$ cat config.mk
export PLATFORM = sky130hd
export DESIGN_NAME = lmts_timer_set
export DESIGN_NICKNAME = d
export VERILOG_FILES = /design/src/logic/lmts_pkg.sv /design/src/logic/lmts_prescale.sv /design/src/logic/lmts_pin_sync.sv /design/src/logic/lmts_timer_set.sv
export VERILOG_INCLUDE_DIRS = /design/src /design/src/logic
export SDC_FILE = /design/constraint.sdc
export NUM_CORES = 1
export LEC_CHECK = 0
export BUFFER_PORTS_ARGS = -buffer_cell sky130_fd_sc_hd__buf_2
export CORE_MARGIN = 2
export CORE_UTILIZATION = 35
export DETAILED_ROUTE_END_ITERATION = 10
export SYNTH_ARGS = -nofsm -noshare
export SYNTH_HDL_FRONTEND = slang
export SYNTH_SLANG_ARGS = --single-unit
$ cat constraint.sdc
create_clock -name pclk -period 3.6 [get_ports pclk]
set_input_delay 0 -clock pclk [delete_from_list [all_inputs] [get_ports pclk]]
set_output_delay 0 -clock pclk [all_outputs]
set_load 0.01 [all_outputs]
$ cat src/logic/lmts_params.svh
`ifndef LMTS_PARAMS_SVH
`define LMTS_PARAMS_SVH

// ****************************************
// register indexes (byte address = 4 * index)
// ****************************************
`define LMTS_IDX_TCON      8'h88
`define LMTS_IDX_TMOD      8'h89
`define LMTS_IDX_T0_LOW    8'h8a
`define LMTS_IDX_T1_LOW    8'h8b
`define LMTS_IDX_T0_HIGH   8'h8c
`define LMTS_IDX_T1_HIGH   8'h8d
`define LMTS_IDX_TIMER_RATE_AND_MOVE_STRETCH     8'h8e
`define LMTS_IDX_TIMER2_CONTROL     8'hc8
`define LMTS_IDX_RCAP_LOW  8'hca
`define LMTS_IDX_RCAP_HIGH 8'hcb
`define LMTS_IDX_T2_LOW    8'hcc
`define LMTS_IDX_T2_HIGH   8'hcd
`define LMTS_IDX_AUX       8'hd8

// ****************************************
// field positions
// ****************************************
`define LMTS_TCON_TF1      7
`define LMTS_TCON_TR1      6
`define LMTS_TCON_TF0      5
`define LMTS_TCON_TR0      4
`define LMTS_TMOD_GATE1    7
`define LMTS_TMOD_CT1      6
`define LMTS_TMOD_M1_HI    5
`define LMTS_TMOD_M1_LO    4
`define LMTS_TMOD_GATE0    3
`define LMTS_TMOD_CT0      2
`define LMTS_TMOD_M0_HI    1
`define LMTS_TMOD_M0_LO    0
`define LMTS_CK_T2M        5
`define LMTS_CK_T1M        4
`define LMTS_CK_T0M        3
`define LMTS_CK_MD_HI      2
`define LMTS_CK_MD_LO      0
`define LMTS_T2_TF2        7
`define LMTS_T2_T2_EXTERNAL_FLAG       6
`define LMTS_T2_RCLK       5
`define LMTS_T2_SERIAL_TX_CLOCK_SEL       4
`define LMTS_T2_T2_TRIGGER_ENABLE      3
`define LMTS_T2_TR2        2
`define LMTS_T2_CT2        1
`define LMTS_T2_CPRL2      0
`define LMTS_AUX_T2IE      0

// ****************************************
// reset values
// ****************************************
`define LMTS_TIMER_RATE_AND_MOVE_STRETCH_RST     6'h01
`define LMTS_BYTE_RST      8'h00
`define LMTS_MOVE_BASE     4'h2

// ****************************************
// timing: cpu clocks per increment
// ****************************************
`define LMTS_DIV_BAUD      2
`define LMTS_DIV_FAST      4
`define LMTS_DIV_SLOW      12

`endif

$ cat src/logic/lmts_pkg.sv
package lmts_pkg;

  typedef enum logic [1:0] {
    LMTS_MODE_13BIT  = 2'b00,
    LMTS_MODE_16BIT  = 2'b01,
    LMTS_MODE_RELOAD = 2'b10,
    LMTS_MODE_SPLIT  = 2'b11
  } lmts_mode_t;

endpackage

$ cat src/logic/lmts_prescale.sv
`timescale 1ns/10ps
`include "lmts_params.svh"

module lmts_prescale (
  input  wire logic pclk,
  input  wire logic presetn,
  output logic      tick_baud,
  output logic      tick_fast,
  output logic      tick_slow
);

  localparam logic [3:0] LAST = 4'(`LMTS_DIV_SLOW - 1);

  logic [3:0] cnt_r;

  // one free-running counter serves all three rates so they stay phase aligned
  always_ff @(posedge pclk or negedge presetn) begin
    if (!presetn) begin
      cnt_r <= 4'h0;
    end else begin
      cnt_r <= (cnt_r == LAST) ? 4'h0 : cnt_r + 4'h1;
    end
  end

  assign tick_baud = (cnt_r % 4'(`LMTS_DIV_BAUD)) == 4'(`LMTS_DIV_BAUD - 1);
  assign tick_fast = (cnt_r % 4'(`LMTS_DIV_FAST)) == 4'(`LMTS_DIV_FAST - 1);
  assign tick_slow = cnt_r == LAST;

endmodule

$ cat src/logic/lmts_pin_sync.sv
`timescale 1ns/10ps

module lmts_pin_sync #(
  parameter int W = 6
) (
  input  wire logic         pclk,
  input  wire logic         presetn,
  input  wire logic [W-1:0] pin_in,
  output logic      [W-1:0] pin_level,
  output logic      [W-1:0] pin_fall
);

  logic [W-1:0] meta_r;
  logic [W-1:0] sync_r;
  logic [W-1:0] prev_r;

  // reset high: idle pins read as deasserted, no false edge at release
  always_ff @(posedge pclk or negedge presetn) begin
    if (!presetn) begin
      meta_r <= '1;
      sync_r <= '1;
      prev_r <= '1;
    end else begin
      meta_r <= pin_in;
      sync_r <= meta_r;
      prev_r <= sync_r;
    end
  end

  assign pin_level = sync_r;
  assign pin_fall  = prev_r & ~sync_r;

endmodule

$ cat src/logic/lmts_timer_set.sv
// Our own choice: register access over APB.
`timescale 1ns/10ps
`include "lmts_params.svh"


module lmts_timer_set import lmts_pkg::*; #(
  parameter int ADDR_W = 12
) (
  input  wire logic              pclk,
  input  wire logic              presetn,
  input  wire logic              psel,
  input  wire logic              penable,
  input  wire logic              pwrite,
  input  wire logic [ADDR_W-1:0] paddr,
  input  wire logic [31:0]       pwdata,
  input  wire logic [3:0]        pstrb,
  output logic      [31:0]       prdata,
  output logic                   pready,
  output logic                   pslverr,
  input  wire logic              t0_event_pin,
  input  wire logic              t1_event_pin,
  input  wire logic              t2_event_pin,
  input  wire logic              t2_trigger_pin,
  input  wire logic              ext_irq0_pin,
  input  wire logic              ext_irq1_pin,
  input  wire logic              t0_vector_ack,
  input  wire logic              t1_vector_ack,
  output logic                   t0_overflow_pulse,
  output logic                   t1_overflow_pulse,
  output logic                   t0_irq_req,
  output logic                   t1_irq_req,
  output logic                   t2_irq_req,
  output logic                   serial_rx_clock,
  output logic                   serial_tx_clock,
  output logic      [3:0]        move_cycles
);

  // ****************************************
  // helpers
  // ****************************************
  function automatic logic reg_hit(input logic [ADDR_W-1:0] a, input logic [7:0] idx);
    reg_hit = a == ADDR_W'({idx, 2'b00});
  endfunction

  // returns {overflow, high, low} after one step of a timer 0/1 counter
  function automatic logic [16:0] t01_step(input lmts_mode_t mode, input logic [7:0] hi,
                                           input logic [7:0] lo, input logic inc);
    logic [13:0] c13;
    logic [16:0] c16;
    logic [8:0]  c8;
    c13 = {1'b0, hi, lo[4:0]} + 14'h1;
    c16 = {1'b0, hi, lo} + 17'h1;
    c8  = {1'b0, lo} + 9'h1;
    t01_step = {1'b0, hi, lo};
    if (inc) begin
      unique case (mode)
        LMTS_MODE_13BIT:  t01_step = {c13[13], c13[12:5], lo[7:5], c13[4:0]};
        LMTS_MODE_16BIT:  t01_step = c16;
        LMTS_MODE_RELOAD: t01_step = {c8[8], hi, (c8[8] ? hi : c8[7:0])};
        LMTS_MODE_SPLIT:  t01_step = {c8[8], hi, c8[7:0]};
      endcase
    end
  endfunction

  // ****************************************
  // pins and prescaler
  // ****************************************
  logic [5:0] pin_level;
  logic [5:0] pin_fall;
  logic       tick_baud;
  logic       tick_fast;
  logic       tick_slow;

  lmts_pin_sync #(
    .W (6)
  ) u_sync (
    .pclk      (pclk),
    .presetn   (presetn),
    .pin_in    ({ext_irq1_pin, ext_irq0_pin, t2_trigger_pin, t2_event_pin,
                 t1_event_pin, t0_event_pin}),
    .pin_level (pin_level),
    .pin_fall  (pin_fall)
  );

  lmts_prescale u_pre (
    .pclk      (pclk),
    .presetn   (presetn),
    .tick_baud (tick_baud),
    .tick_fast (tick_fast),
    .tick_slow (tick_slow)
  );

  wire t0_fall   = pin_fall[0];
  wire t1_fall   = pin_fall[1];
  wire t2_fall   = pin_fall[2];
  wire trig_fall = pin_fall[3];
  wire irq0_high = pin_level[4];
  wire irq1_high = pin_level[5];

  // ****************************************
  // register state
  // ****************************************
  logic [7:0]  tmod_r;
  logic        t0_run_r;
  logic        t1_run_r;
  logic        t0_overflow_flag_r;
  logic        t1_overflow_flag_r;
  logic [7:0]  t0_count_low_r;
  logic [7:0]  t0_count_high_r;
  logic [7:0]  t1_count_low_r;
  logic [7:0]  t1_count_high_r;
  logic [5:0]  timer_rate_and_move_stretch_r;
  logic        t2_overflow_flag_r;
  logic        t2_external_flag_r;
  logic [5:0]  t2_ctl_r;
  logic [15:0] t2_reload_r;
  logic [15:0] t2_count_r;
  logic        t2_irq_enable_r;
  logic        t0_pulse_r;
  logic        t1_pulse_r;
  logic        t2_baud_pulse_r;
  logic [31:0] prdata_r;

  // ****************************************
  // apb decode
  // ****************************************
  wire h_tcon  = reg_hit(paddr, `LMTS_IDX_TCON);
  wire h_tmod  = reg_hit(paddr, `LMTS_IDX_TMOD);
  wire h_tl0   = reg_hit(paddr, `LMTS_IDX_T0_LOW);
  wire h_tl1   = reg_hit(paddr, `LMTS_IDX_T1_LOW);
  wire h_th0   = reg_hit(paddr, `LMTS_IDX_T0_HIGH);
  wire h_th1   = reg_hit(paddr, `LMTS_IDX_T1_HIGH);
  wire h_ck    = reg_hit(paddr, `LMTS_IDX_TIMER_RATE_AND_MOVE_STRETCH);
  wire h_timer2_control = reg_hit(paddr, `LMTS_IDX_TIMER2_CONTROL);
  wire h_rcl   = reg_hit(paddr, `LMTS_IDX_RCAP_LOW);
  wire h_rch   = reg_hit(paddr, `LMTS_IDX_RCAP_HIGH);
  wire h_tl2   = reg_hit(paddr, `LMTS_IDX_T2_LOW);
  wire h_th2   = reg_hit(paddr, `LMTS_IDX_T2_HIGH);
  wire h_aux   = reg_hit(paddr, `LMTS_IDX_AUX);
  wire addr_ok = h_tcon | h_tmod | h_tl0 | h_tl1 | h_th0 | h_th1 | h_ck | h_timer2_control |
                 h_rcl | h_rch | h_tl2 | h_th2 | h_aux;

  wire        access = psel & penable;
  wire        wr     = access & pwrite & pstrb[0] & addr_ok;
  wire [7:0]  wbyte  = pwdata[7:0];

  assign pready  = 1'b1;
  assign pslverr = access & ~addr_ok;
  assign prdata  = prdata_r;

  wire [7:0] tcon_rd = {t1_overflow_flag_r, t1_run_r, t0_overflow_flag_r, t0_run_r, 4'h0};
  wire [7:0] timer2_control_rd = {t2_overflow_flag_r, t2_external_flag_r, t2_ctl_r};
  wire [7:0] rd_byte =
      h_tcon  ? tcon_rd :
      h_tmod  ? tmod_r :
      h_tl0   ? t0_count_low_r :
      h_tl1   ? t1_count_low_r :
      h_th0   ? t0_count_high_r :
      h_th1   ? t1_count_high_r :
      h_ck    ? {2'b00, timer_rate_and_move_stretch_r} :
      h_timer2_control ? timer2_control_rd :
      h_rcl   ? t2_reload_r[7:0] :
      h_rch   ? t2_reload_r[15:8] :
      h_tl2   ? t2_count_r[7:0] :
      h_th2   ? t2_count_r[15:8] :
      h_aux   ? {7'h00, t2_irq_enable_r} : 8'h00;

  // ****************************************
  // timers 0 and 1
  // ****************************************
  // two-bit mode field
  wire lmts_mode_t t0_mode = lmts_mode_t'(tmod_r[`LMTS_TMOD_M0_HI:`LMTS_TMOD_M0_LO]);
  wire lmts_mode_t t1_mode = lmts_mode_t'(tmod_r[`LMTS_TMOD_M1_HI:`LMTS_TMOD_M1_LO]);
  wire t0_split = t0_mode == LMTS_MODE_SPLIT;

  wire t0_prescaled = timer_rate_and_move_stretch_r[`LMTS_CK_T0M] ? tick_fast : tick_slow;
  wire t1_prescaled = timer_rate_and_move_stretch_r[`LMTS_CK_T1M] ? tick_fast : tick_slow;
  wire t0_src = tmod_r[`LMTS_TMOD_CT0] ? t0_fall : t0_prescaled;
  wire t1_src = tmod_r[`LMTS_TMOD_CT1] ? t1_fall : t1_prescaled;

  wire t0_inc = t0_run_r & (~tmod_r[`LMTS_TMOD_GATE0] | irq0_high) & t0_src;
  // timer 1 switched by its mode when timer 0 is split
  // timer 1 holds in mode 3
  wire t1_inc = (t0_split | t1_run_r) & (~tmod_r[`LMTS_TMOD_GATE1] | irq1_high) & t1_src &
                (t1_mode != LMTS_MODE_SPLIT);
  // split high byte runs on timer 1 run bit, prescaled only
  wire th0_inc = t0_split & t1_run_r & t0_prescaled;

  wire [16:0] t0_step = t01_step(t0_mode, t0_count_high_r, t0_count_low_r, t0_inc);
  wire [16:0] t1_step = t01_step(t1_mode, t1_count_high_r, t1_count_low_r, t1_inc);
  wire [8:0]  th0_sum = {1'b0, t0_count_high_r} + 9'(th0_inc);

  wire t0_ovf  = t0_step[16];
  wire t1_ovf  = t1_step[16];
  // split high byte owns timer 1 flag
  wire tf1_set = t0_split ? th0_sum[8] : t1_ovf;

  wire [7:0] th0_nxt = t0_split ? th0_sum[7:0] : t0_step[15:8];

  // overflow sets flag; write loses to set
  wire tcon_wr = wr & h_tcon;
  wire tf0_nxt = t0_ovf | (~t0_vector_ack &
                 (tcon_wr ? wbyte[`LMTS_TCON_TF0] : t0_overflow_flag_r));
  wire tf1_nxt = tf1_set | (~t1_vector_ack &
                 (tcon_wr ? wbyte[`LMTS_TCON_TF1] : t1_overflow_flag_r));

  always_ff @(posedge pclk or negedge presetn) begin
    if (!presetn) begin
      tmod_r             <= `LMTS_BYTE_RST;
      t0_run_r           <= 1'b0;
      t1_run_r           <= 1'b0;
      t0_overflow_flag_r <= 1'b0;
      t1_overflow_flag_r <= 1'b0;
      t0_count_low_r     <= `LMTS_BYTE_RST;
      t0_count_high_r    <= `LMTS_BYTE_RST;
      t1_count_low_r     <= `LMTS_BYTE_RST;
      t1_count_high_r    <= `LMTS_BYTE_RST;
      t0_pulse_r         <= 1'b0;
      t1_pulse_r         <= 1'b0;
    end else begin
      if (wr && h_tmod) begin
        tmod_r <= wbyte;
      end
      if (tcon_wr) begin
        t0_run_r <= wbyte[`LMTS_TCON_TR0];
        t1_run_r <= wbyte[`LMTS_TCON_TR1];
      end
      t0_overflow_flag_r <= tf0_nxt;
      t1_overflow_flag_r <= tf1_nxt;
      // a software write of a count byte takes priority over the increment
      t0_count_low_r  <= (wr && h_tl0) ? wbyte : t0_step[7:0];
      t0_count_high_r <= (wr && h_th0) ? wbyte : th0_nxt;
      t1_count_low_r  <= (wr && h_tl1) ? wbyte : t1_step[7:0];
      t1_count_high_r <= (wr && h_th1) ? wbyte : t1_step[15:8];
      t0_pulse_r <= t0_ovf;
      t1_pulse_r <= t1_ovf;
    end
  end

  assign t0_overflow_pulse = t0_pulse_r;
  assign t1_overflow_pulse = t1_pulse_r;
  assign t0_irq_req        = t0_overflow_flag_r;
  assign t1_irq_req        = t1_overflow_flag_r;

  // ****************************************
  // rate and move-stretch control
  // ****************************************
  always_ff @(posedge pclk or negedge presetn) begin
    if (!presetn) begin
      // rate bits reset to twelve clocks
      timer_rate_and_move_stretch_r <= `LMTS_TIMER_RATE_AND_MOVE_STRETCH_RST;
    end else if (wr && h_ck) begin
      timer_rate_and_move_stretch_r <= wbyte[5:0];
    end
  end

  assign move_cycles = `LMTS_MOVE_BASE + {1'b0, timer_rate_and_move_stretch_r[`LMTS_CK_MD_HI:`LMTS_CK_MD_LO]};

  // ****************************************
  // timer 2
  // ****************************************
  wire rx_sel  = t2_ctl_r[`LMTS_T2_RCLK];
  wire tx_sel  = t2_ctl_r[`LMTS_T2_SERIAL_TX_CLOCK_SEL];
  wire baud    = rx_sel | tx_sel;
  wire trig_en = t2_ctl_r[`LMTS_T2_T2_TRIGGER_ENABLE];
  wire cap_sel = t2_ctl_r[`LMTS_T2_CPRL2];

  wire t2_internal = baud ? tick_baud : (timer_rate_and_move_stretch_r[`LMTS_CK_T2M] ? tick_fast : tick_slow);
  wire t2_inc = t2_ctl_r[`LMTS_T2_TR2] & (t2_ctl_r[`LMTS_T2_CT2] ? t2_fall : t2_internal);

  wire [16:0] t2_sum = {1'b0, t2_count_r} + 17'(t2_inc);
  wire        t2_ovf = t2_sum[16];

  wire trig_evt = trig_fall & trig_en;
  wire capture = trig_evt & cap_sel & ~baud;
  wire reload  = (~cap_sel | baud) & (t2_ovf | (trig_evt & ~baud));

  // reload from or capture into reload pair
  wire [15:0] t2_count_nxt = reload ? t2_reload_r : t2_sum[15:0];

  // written one stays set and requests
  wire timer2_control_wr = wr & h_timer2_control;
  wire tf2_nxt  = (t2_ovf & ~baud) |
                  (timer2_control_wr ? wbyte[`LMTS_T2_TF2] : t2_overflow_flag_r);
  wire t2_external_flag_nxt = trig_evt | (timer2_control_wr ? wbyte[`LMTS_T2_T2_EXTERNAL_FLAG] : t2_external_flag_r);

  always_ff @(posedge pclk or negedge presetn) begin
    if (!presetn) begin
      t2_ctl_r           <= 6'h00;
      t2_overflow_flag_r <= 1'b0;
      t2_external_flag_r <= 1'b0;
      t2_reload_r        <= 16'h0000;
      t2_count_r         <= 16'h0000;
      t2_irq_enable_r    <= 1'b0;
      t2_baud_pulse_r    <= 1'b0;
    end else begin
      if (timer2_control_wr) begin
        t2_ctl_r <= wbyte[5:0];
      end
      if (wr && h_aux) begin
        t2_irq_enable_r <= wbyte[`LMTS_AUX_T2IE];
      end
      t2_overflow_flag_r <= tf2_nxt;
      t2_external_flag_r <= t2_external_flag_nxt;
      // a capture edge wins over a software write of the same byte
      if (capture) begin
        t2_reload_r <= t2_count_r;
      end else begin
        if (wr && h_rcl) begin
          t2_reload_r[7:0] <= wbyte;
        end
        if (wr && h_rch) begin
          t2_reload_r[15:8] <= wbyte;
        end
      end
      t2_count_r[7:0]  <= (wr && h_tl2) ? wbyte : t2_count_nxt[7:0];
      t2_count_r[15:8] <= (wr && h_th2) ? wbyte : t2_count_nxt[15:8];
      t2_baud_pulse_r <= t2_ovf & baud;
    end
  end

  assign t2_irq_req = (t2_overflow_flag_r | t2_external_flag_r) & t2_irq_enable_r;

  assign serial_rx_clock = rx_sel ? t2_baud_pulse_r : t1_pulse_r;
  assign serial_tx_clock = tx_sel ? t2_baud_pulse_r : t1_pulse_r;

  // ****************************************
  // read data
  // ****************************************
  // sampled in the setup cycle so the word is stable through the access phase
  always_ff @(posedge pclk or negedge presetn) begin
    if (!presetn) begin
      prdata_r <= 32'h00000000;
    end else if (psel && !penable && !pwrite) begin
      prdata_r <= {24'h000000, rd_byte};
    end
  end

endmodule

[Word-level counts from Yosys, hierarchy flattened]
Cells that the tools add are included.
Word-level totals
  bits in registers: 122
  input bits: 61
  output and inout bits: 45
  logic and storage cells: 193
Cells by class
  bitwise operators: 57
  add/subtract/negate cells: 10
  mux-type cells: 45
  equality and inequality tests: 27
  reductions and logical operators: 27
Operators by type and width (number)
  $mux W8: 23
  $eq A12 B10 Y1 const B: 13
  $pmux W17 S4: 2
  $add A16 B1 Y17 const B: 2
  $mux W17: 2
  $mux W16: 2
  $add A13 B1 Y14 const B: 2
  $and A1 B1 Y1: 25
  $or A1 B1 Y1: 23
  $add A8 B1 Y9 const B: 2
  $add A16 B1 Y17: 1
  $mux W1: 15
  $logic_and A1 B1 Y1: 13
  $eq A2 B2 Y1 const B: 5
  $ne A2 B2 Y1 const B: 5
  $reduce_bool A2 Y1: 5
  $add A8 B1 Y9: 1
  $not A1 Y1: 7
  $reduce_and A2 Y1: 3
  $add A2 B3 Y4 const A: 1
  $add A4 B1 Y4 const B: 1
  $and A4 B4 Y4: 1
  $eq A2 B1 Y1 const B: 2
  $eq A4 B4 Y1 const B: 1
  7 further kinds: 9

[Longest topological paths before layout]
  depth in word-level cells: 18
  mapped depth: 13
  mapped depth without buffers: 12

[By module]
From an unflattened synthesis, not the netlist that was laid out.
Unflattened totals
  cells, all modules: 937
  area total of the unflattened synthesis: 8257.9 um^2
Modules (own cells, without submodules)
  lmts_timer_set: area an instance 7522.2 um^2, instances 1, cells each 899, sequential area each 2553.7 um^2
  lmts_pin_sync: area an instance 555.5 um^2, instances 1, cells each 24, sequential area each 473.0 um^2
  lmts_prescale: area an instance 180.2 um^2, instances 1, cells each 14, sequential area each 100.1 um^2

[Worst setup path after synthesis]
Ideal clock, no wire load.
  path type: register to register
  start: register u_pre.cnt_r[0]
  end: register t2_count_r[1]
  cell stages (with the launch flop): 12
  arrival: 2576 ps
  setup time: 125 ps
  data required time: 3475 ps
  path slack: 900 ps
  path buffers: 0
  period minus slack after synthesis: 2700 ps
  cells stage by stage: dfrtp_1 > ha_1 > o211ai_1 > a21oi_1 > o21a_1 > ha_1 > ha_1 > nand3_1 > nor3_2 > a21oi_1 > mux2_2 > mux2_2
On the way
  word-level cells in the longest chain between the ends: 10
  elaborated cells between the ends (all ways): 11
  classes of those cells: add/sub (1); eq/ne (2); mux (5); bitwise (3)
RTL lines
  start: declaration: RTL line lmts_prescale.sv:14  | logic [3:0] cnt_r;
  start signal: assignment: RTL line lmts_prescale.sv:21  | cnt_r <= (cnt_r == LAST) ? 4'h0 : cnt_r + 4'h1;
  $eq A4 B4 Y1 or $eq A2 B2 Y1 (tied branches): RTL line lmts_prescale.sv:27, lmts_prescale.sv:26
  $mux W1: RTL line lmts_timer_set.sv:268  | wire t2_internal = baud ? tick_baud : (timer_rate_and_move_stretch_r[`LMTS_CK_T2M] ? tick_fast : tick_slow);
  $mux W1 (*): RTL line lmts_timer_set.sv:268
  $mux W1 (*): RTL line lmts_timer_set.sv:269  | wire t2_inc = t2_ctl_r[`LMTS_T2_TR2] & (t2_ctl_r[`LMTS_T2_CT2] ? t2_fall : t2_internal);
  $and A1 B1 Y1 (*): RTL line lmts_timer_set.sv:269
  $add A16 B1 Y17 (*): RTL line lmts_timer_set.sv:271  | wire [16:0] t2_sum = {1'b0, t2_count_r} + 17'(t2_inc);
  $or A1 B1 Y1: RTL line lmts_timer_set.sv:276  | wire reload = (~cap_sel | baud) & (t2_ovf | (trig_evt & ~baud));
  $and A1 B1 Y1: RTL line lmts_timer_set.sv:276
  $mux W16 (*): RTL line lmts_timer_set.sv:279  | wire [15:0] t2_count_nxt = reload ? t2_reload_r : t2_sum[15:0];
  $mux W8 (*): RTL line lmts_timer_set.sv:316  | t2_count_r[7:0] <= (wr && h_tl2) ? wbyte : t2_count_nxt[7:0];
  end signal: assignment: RTL line lmts_timer_set.sv:316
  end: declaration: RTL line lmts_timer_set.sv:117  | logic [15:0] t2_count_r;
Mark *: on every way between the ends. The rest lies on a longest branch, timed or not.
A chain may end at the register's enable or synchronous reset.

[Worst setup path after layout]
  start: register t2_ctl_r[4]
  end: register t2_count_r[1]
On the way
  word-level cells in the longest chain between the ends: 9
  elaborated cells between the ends (all ways): 12
  classes of those cells: add/sub (1); mux (4); bitwise (7)
RTL lines
  start: declaration: RTL line lmts_timer_set.sv:115  | logic [5:0] t2_ctl_r;
  start signal: assignment: RTL line lmts_timer_set.sv:298  | t2_ctl_r <= wbyte[5:0];
  $or A1 B1 Y1 (*): RTL line lmts_timer_set.sv:264  | wire baud = rx_sel | tx_sel;
  $mux W1: RTL line lmts_timer_set.sv:268
  $mux W1: RTL line lmts_timer_set.sv:269
  $and A1 B1 Y1: RTL line lmts_timer_set.sv:269
  $add A16 B1 Y17: RTL line lmts_timer_set.sv:271
  $or A1 B1 Y1: RTL line lmts_timer_set.sv:276
  $and A1 B1 Y1: RTL line lmts_timer_set.sv:276
  $mux W16 (*): RTL line lmts_timer_set.sv:279
  $mux W8 (*): RTL line lmts_timer_set.sv:316
Marks and branches as above.

==> results.yml <==
cells_and_area:
  layout_commonest_cell: "sky130_fd_sc_hd__nand2_1"
  layout_stage_area_growth_over_the_synthesis_result_pct: 15.0
  final_layout_size_suffix_gt1_share_pct: 17.1
  post_route_cell_area_sq_um: 9180
  final.fill_count: 2241
  num_antenna_cells: 0
  finish.net_count: 1051
  mostFrequentLayoutCells: "sky130_fd_sc_hd__nand2_1, sky130_fd_sc_hd__dfrtp_1, sky130_fd_sc_hd__nor2_1"
global_route:
  antenna_found_initial: 0
  grt_max_degree: 68
  first_global_vias: 7024
  grt_pass1_wl_mm: 42.2
  track_usage_pct: 23.1
  grt_overflow_total: 0
route:
  dr_wl_met2_mm: 12.4
  ant_nets: 0
  m1WireLength_mm: 12.2
  vias_per_cell: 5.80
  totalWireLength_mm: 27.3
  wl_met3_mm: 1.87
  route.detailed.drc: 0
  topmost_layer_with_routed_signal_wires: "met4"
  post_drt_wl_per_cell_um: 21.3
  detailedRoute.firstPassIterationCount: 6
  route.vias.total: 7421
  drt-initial-drc-count: 727
sta:
  timing_worst_slew_pin_value_ns: 0.902
  finalSetupViolations: 0
  fin_tns_setup_ns: 0
  grt_setup_unrepaired: "no"
  post-route-min-period_ns: 3.07
  whs_ns: 0.0371
  max_slew_headroom_pct: 39.4
  report.final.slew_viol_count: 0
  max_clock_freq_mhz: 326
  final-hold-violation-count: 0
  final.period_utilization_pct: 85.3
  worst_clock_skew_ns: 0.0115
power_and_ir_drop:
  peakVddDrop_mv: 0.305
  power-per-cell-area_nw_per_um2: 375
  part_of_the_power_in_combinational_logic_pct: 7.4
  netSwitchingFraction_pct: 25.3
  total_net_switching_power_w: 0.000871
  power.sequential.fraction_pct: 41.0
  power.internal_w: 0.00257
  clock_power_share_pct: 51.6
  cellLeakagePower_nw: 3.60
synth:
  synth.lib_cells_used.distinct: 89
  yosysSeqAreaShare_pct: 38.5
  synth_seq_cells: 122
  synth-main-ff-cell: "sky130_fd_sc_hd__dfrtp_1"
  netlist_instances: 928
  ys.warnings.count: 0
  synth_edf_count: 0
  synthesis.area_per_instance_sq_um: 8.60
  synth-async-reset-ratio_pct: 100
  synth_area_sq_um: 7980
placement:
  place.detailed.hpwl_mm: 19.7
  dpl-instance-area_sq_um: 8420
  gp_routability_congestion: 0.964
  io_buffers: 53
worst_hold_path:
  hp-class: "primary input to flip-flop"
  min_delay_path_depth: 3
  hold_end: "t2_count_r[5]$_DFF_PN0_"
  holdCritStartpoint: "pwdata[5]"
clock_network:
  max_root_sink_buffers: 2
  clockRootBuffer: "sky130_fd_sc_hd__clkbuf_16"
  clock_tree.htree_level_count: 4
  ctsHoldBuffers: 16
  clock_pin_slew_on_the_worst_setup_and_hold_paths_ns: 0.06
  tritoncts_clock_tree: "done"
  cts_buffers: 17
  post_cts.resized_instances: 0
  cts_setup_buffers: 0
  clock_sink_count: 122
  insertion_delay_ns: 0.43
setup_path:
  reg2reg_path_depth: 11
  arrival_ns: 3.39
  crit_fanout: 10
  rr_endpoint: "t2_count_r[1]$_DFF_PN0_"
  cp.required_ns: 3.92
  endpoint_type_of_the_worst_setup_path: "flip-flop"
  startpoint_type: "flip-flop"
  timing.rr.start: "t2_ctl_r[4]$_DFFE_PN0P_"
  critPathKind: "flip-flop to flip-flop"
  setup.reg_to_reg.worst_slack_ns: 0.53
floorplanning:
  ios: 106
  std_cell_rows: 55
  die_footprint_sq_um: 24000
  coreArea_sq_um: 22500
  initial_core_util_pct: 35.5
  die_wd_um: 155
  die_height_um: 155
run_status:
  run_status: "finished clean"
flow_run:
  max_cap_violations: 0
==> metrics by stage <==
step / total power, W / utilization [%] / cells / worst slack (ns)
5_1_grt: 0.00355 / 40.8 / 1280 / 0.359
3_3_place_gp: 0.00167 / 37.4 / 1232 / 0.676
2_1_floorplan: 0.00156 / - / 951 / 0.900
6_report: 0.00344 / 40.8 / 1280 / 0.528
3_5_place_dp: 0.00167 / 37.4 / 1232 / 0.588
4_1_cts: 0.00345 / 40.8 / 1280 / 0.543
==> synth_stat cells (3+ instances only) <==
cell type                   number  area (sq um)
sky130_fd_sc_hd__a211oi_1        7          52.6
sky130_fd_sc_hd__a21o_1          4          30.0
sky130_fd_sc_hd__a21oi_1        50           250
sky130_fd_sc_hd__a22oi_1         7          52.6
sky130_fd_sc_hd__a31o_2          3          26.3
sky130_fd_sc_hd__a31oi_1        19           119
sky130_fd_sc_hd__a32oi_1         5          43.8
sky130_fd_sc_hd__and2_1          4          25.0
sky130_fd_sc_hd__and3_1          9          56.3
sky130_fd_sc_hd__buf_1           3          11.3
sky130_fd_sc_hd__buf_2          21           105
sky130_fd_sc_hd__buf_4          28           210
sky130_fd_sc_hd__clkbuf_1       22          82.6
sky130_fd_sc_hd__dfrtp_1       105          2630
sky130_fd_sc_hd__dfstp_2        17           447
sky130_fd_sc_hd__ha_1            8           100
sky130_fd_sc_hd__inv_1          19          71.3
sky130_fd_sc_hd__mux2_1          4          45.0
sky130_fd_sc_hd__mux2_2         22           248
sky130_fd_sc_hd__mux2i_1        37           370
sky130_fd_sc_hd__nand2_1       136           510
sky130_fd_sc_hd__nand2b_1       11          68.8
sky130_fd_sc_hd__nand3_1        33           165
sky130_fd_sc_hd__nand4_1         8          50.1
sky130_fd_sc_hd__nor2_1         78           293
sky130_fd_sc_hd__nor2b_1         8          50.1
sky130_fd_sc_hd__nor3_1         15          75.1
sky130_fd_sc_hd__nor3_2          3          30.0
sky130_fd_sc_hd__nor3b_1         4          30.0
sky130_fd_sc_hd__nor4_1         11          68.8
sky130_fd_sc_hd__o211ai_1        8          60.1
sky130_fd_sc_hd__o21a_1          5          37.5
sky130_fd_sc_hd__o21ai_0        73           365
sky130_fd_sc_hd__o21ai_1        25           125
sky130_fd_sc_hd__o21bai_1        3          22.5
sky130_fd_sc_hd__o221ai_1        3          26.3
sky130_fd_sc_hd__o22a_1          4          35.0
sky130_fd_sc_hd__o22ai_1         6          37.5
sky130_fd_sc_hd__o2bb2ai_1       3          26.3
sky130_fd_sc_hd__o31ai_1         4          30.0
sky130_fd_sc_hd__or3_1           4          25.0
sky130_fd_sc_hd__xnor2_1        19           166
sky130_fd_sc_hd__xor2_1          9          78.8
==> worst max path at each step <==
stage                             startpoint                        to  depth (start not counted)  slack (ns)
finish               t2_ctl_r[4]$_DFFE_PN0P_   t2_count_r[1]$_DFF_PN0_                         11        0.53
global route         t2_ctl_r[4]$_DFFE_PN0P_  t2_count_r[15]$_DFF_PN0_                         13        0.36
CTS                  t2_ctl_r[4]$_DFFE_PN0P_   t2_count_r[1]$_DFF_PN0_                         11        0.54
detailed placement   t2_ctl_r[4]$_DFFE_PN0P_   t2_count_r[1]$_DFF_PN0_                         11        0.59
global placement     t2_ctl_r[4]$_DFFE_PN0P_   t2_count_r[1]$_DFF_PN0_                         11        0.68
floorplan           u_pre.cnt_r[0]$_DFF_PN0_   t2_count_r[1]$_DFF_PN0_                         11        0.90
==> power groups by stage <==
stage / Sequential (W) / Clock [W] / Combinational (W)
finish: 0.00141 / 0.00178 / 0.000254
global route: 0.00141 / 0.00186 / 0.000274
CTS: 0.00141 / 0.00179 / 0.000251
detailed placement: 0.00144 / 0 / 0.000238
global placement: 0.00144 / 0 / 0.000238
floorplan: 0.00144 / 0 / 0.000126
==> registers in the layout, indices dropped and copies added, names as in the netlist, 6 cells and up <==
name                           cells
t2_count_r                        16
t2_reload_r                       16
prdata                             8
t0_count_high_r                    8
t0_count_low_r                     8
t1_count_high_r                    8
t1_count_low_r                     8
tmod_r                             8
t2_ctl_r                           6
timer_rate_and_move_stretch_r      6
u_sync.meta_r                      6
u_sync.pin_level                   6
==> final cells by class <==
cell class,instances,area (sq um),share of cell area [%]
Multi-Input combinational cell,736,4520,49.2
Sequential cell,122,3070,33.5
Timing Repair Buffer,86,556,6.05
Clock buffer,19,433,4.72
Tap cell,285,357,3.89
Clock inverter,13,168,1.83
Inverter,19,71.3,0.777
==> critical path, stage by stage (launching register included) <==
cell                       delay [ns]
sky130_fd_sc_hd__dfrtp_1         0.47
sky130_fd_sc_hd__nor2_1          0.23
sky130_fd_sc_hd__o211ai_1        0.13
sky130_fd_sc_hd__a21oi_1         0.17
sky130_fd_sc_hd__o21a_1          0.18
sky130_fd_sc_hd__ha_1            0.21
sky130_fd_sc_hd__ha_1            0.23
sky130_fd_sc_hd__nand3_1         0.16
sky130_fd_sc_hd__nor3_2          0.38
sky130_fd_sc_hd__a21oi_2         0.22
sky130_fd_sc_hd__mux2_2          0.31
sky130_fd_sc_hd__mux2_2          0.26
==> logic make-up (layout without fill, tap and decap cells) <==
kind of cell | count (synthesis) | in the layout | synth area share [%]
XOR/XNOR | 28 | 28 | 3.07
adder cells (fa/ha/maj) | 8 | 8 | 1.25
AND/OR/NAND/NOR | 356 | 356 | 22.6
flip-flops | 122 | 122 | 38.5
AO/OA/AOI/OAI | 256 | 256 | 20.1
buffers and inverters | 93 | 137 | 6.02
other | 2 | 25 | 0.0941
multiplexers | 63 | 63 | 8.31
==> per-layer routing <==
layer  track usage, %  up-vias
met5                0        -
met4             8.47        0
met3             4.37       54
met2             36.0      338
met1             32.0     3607
li1                 -     3422
Note: power is estimated with default switching activity, not from simulation.
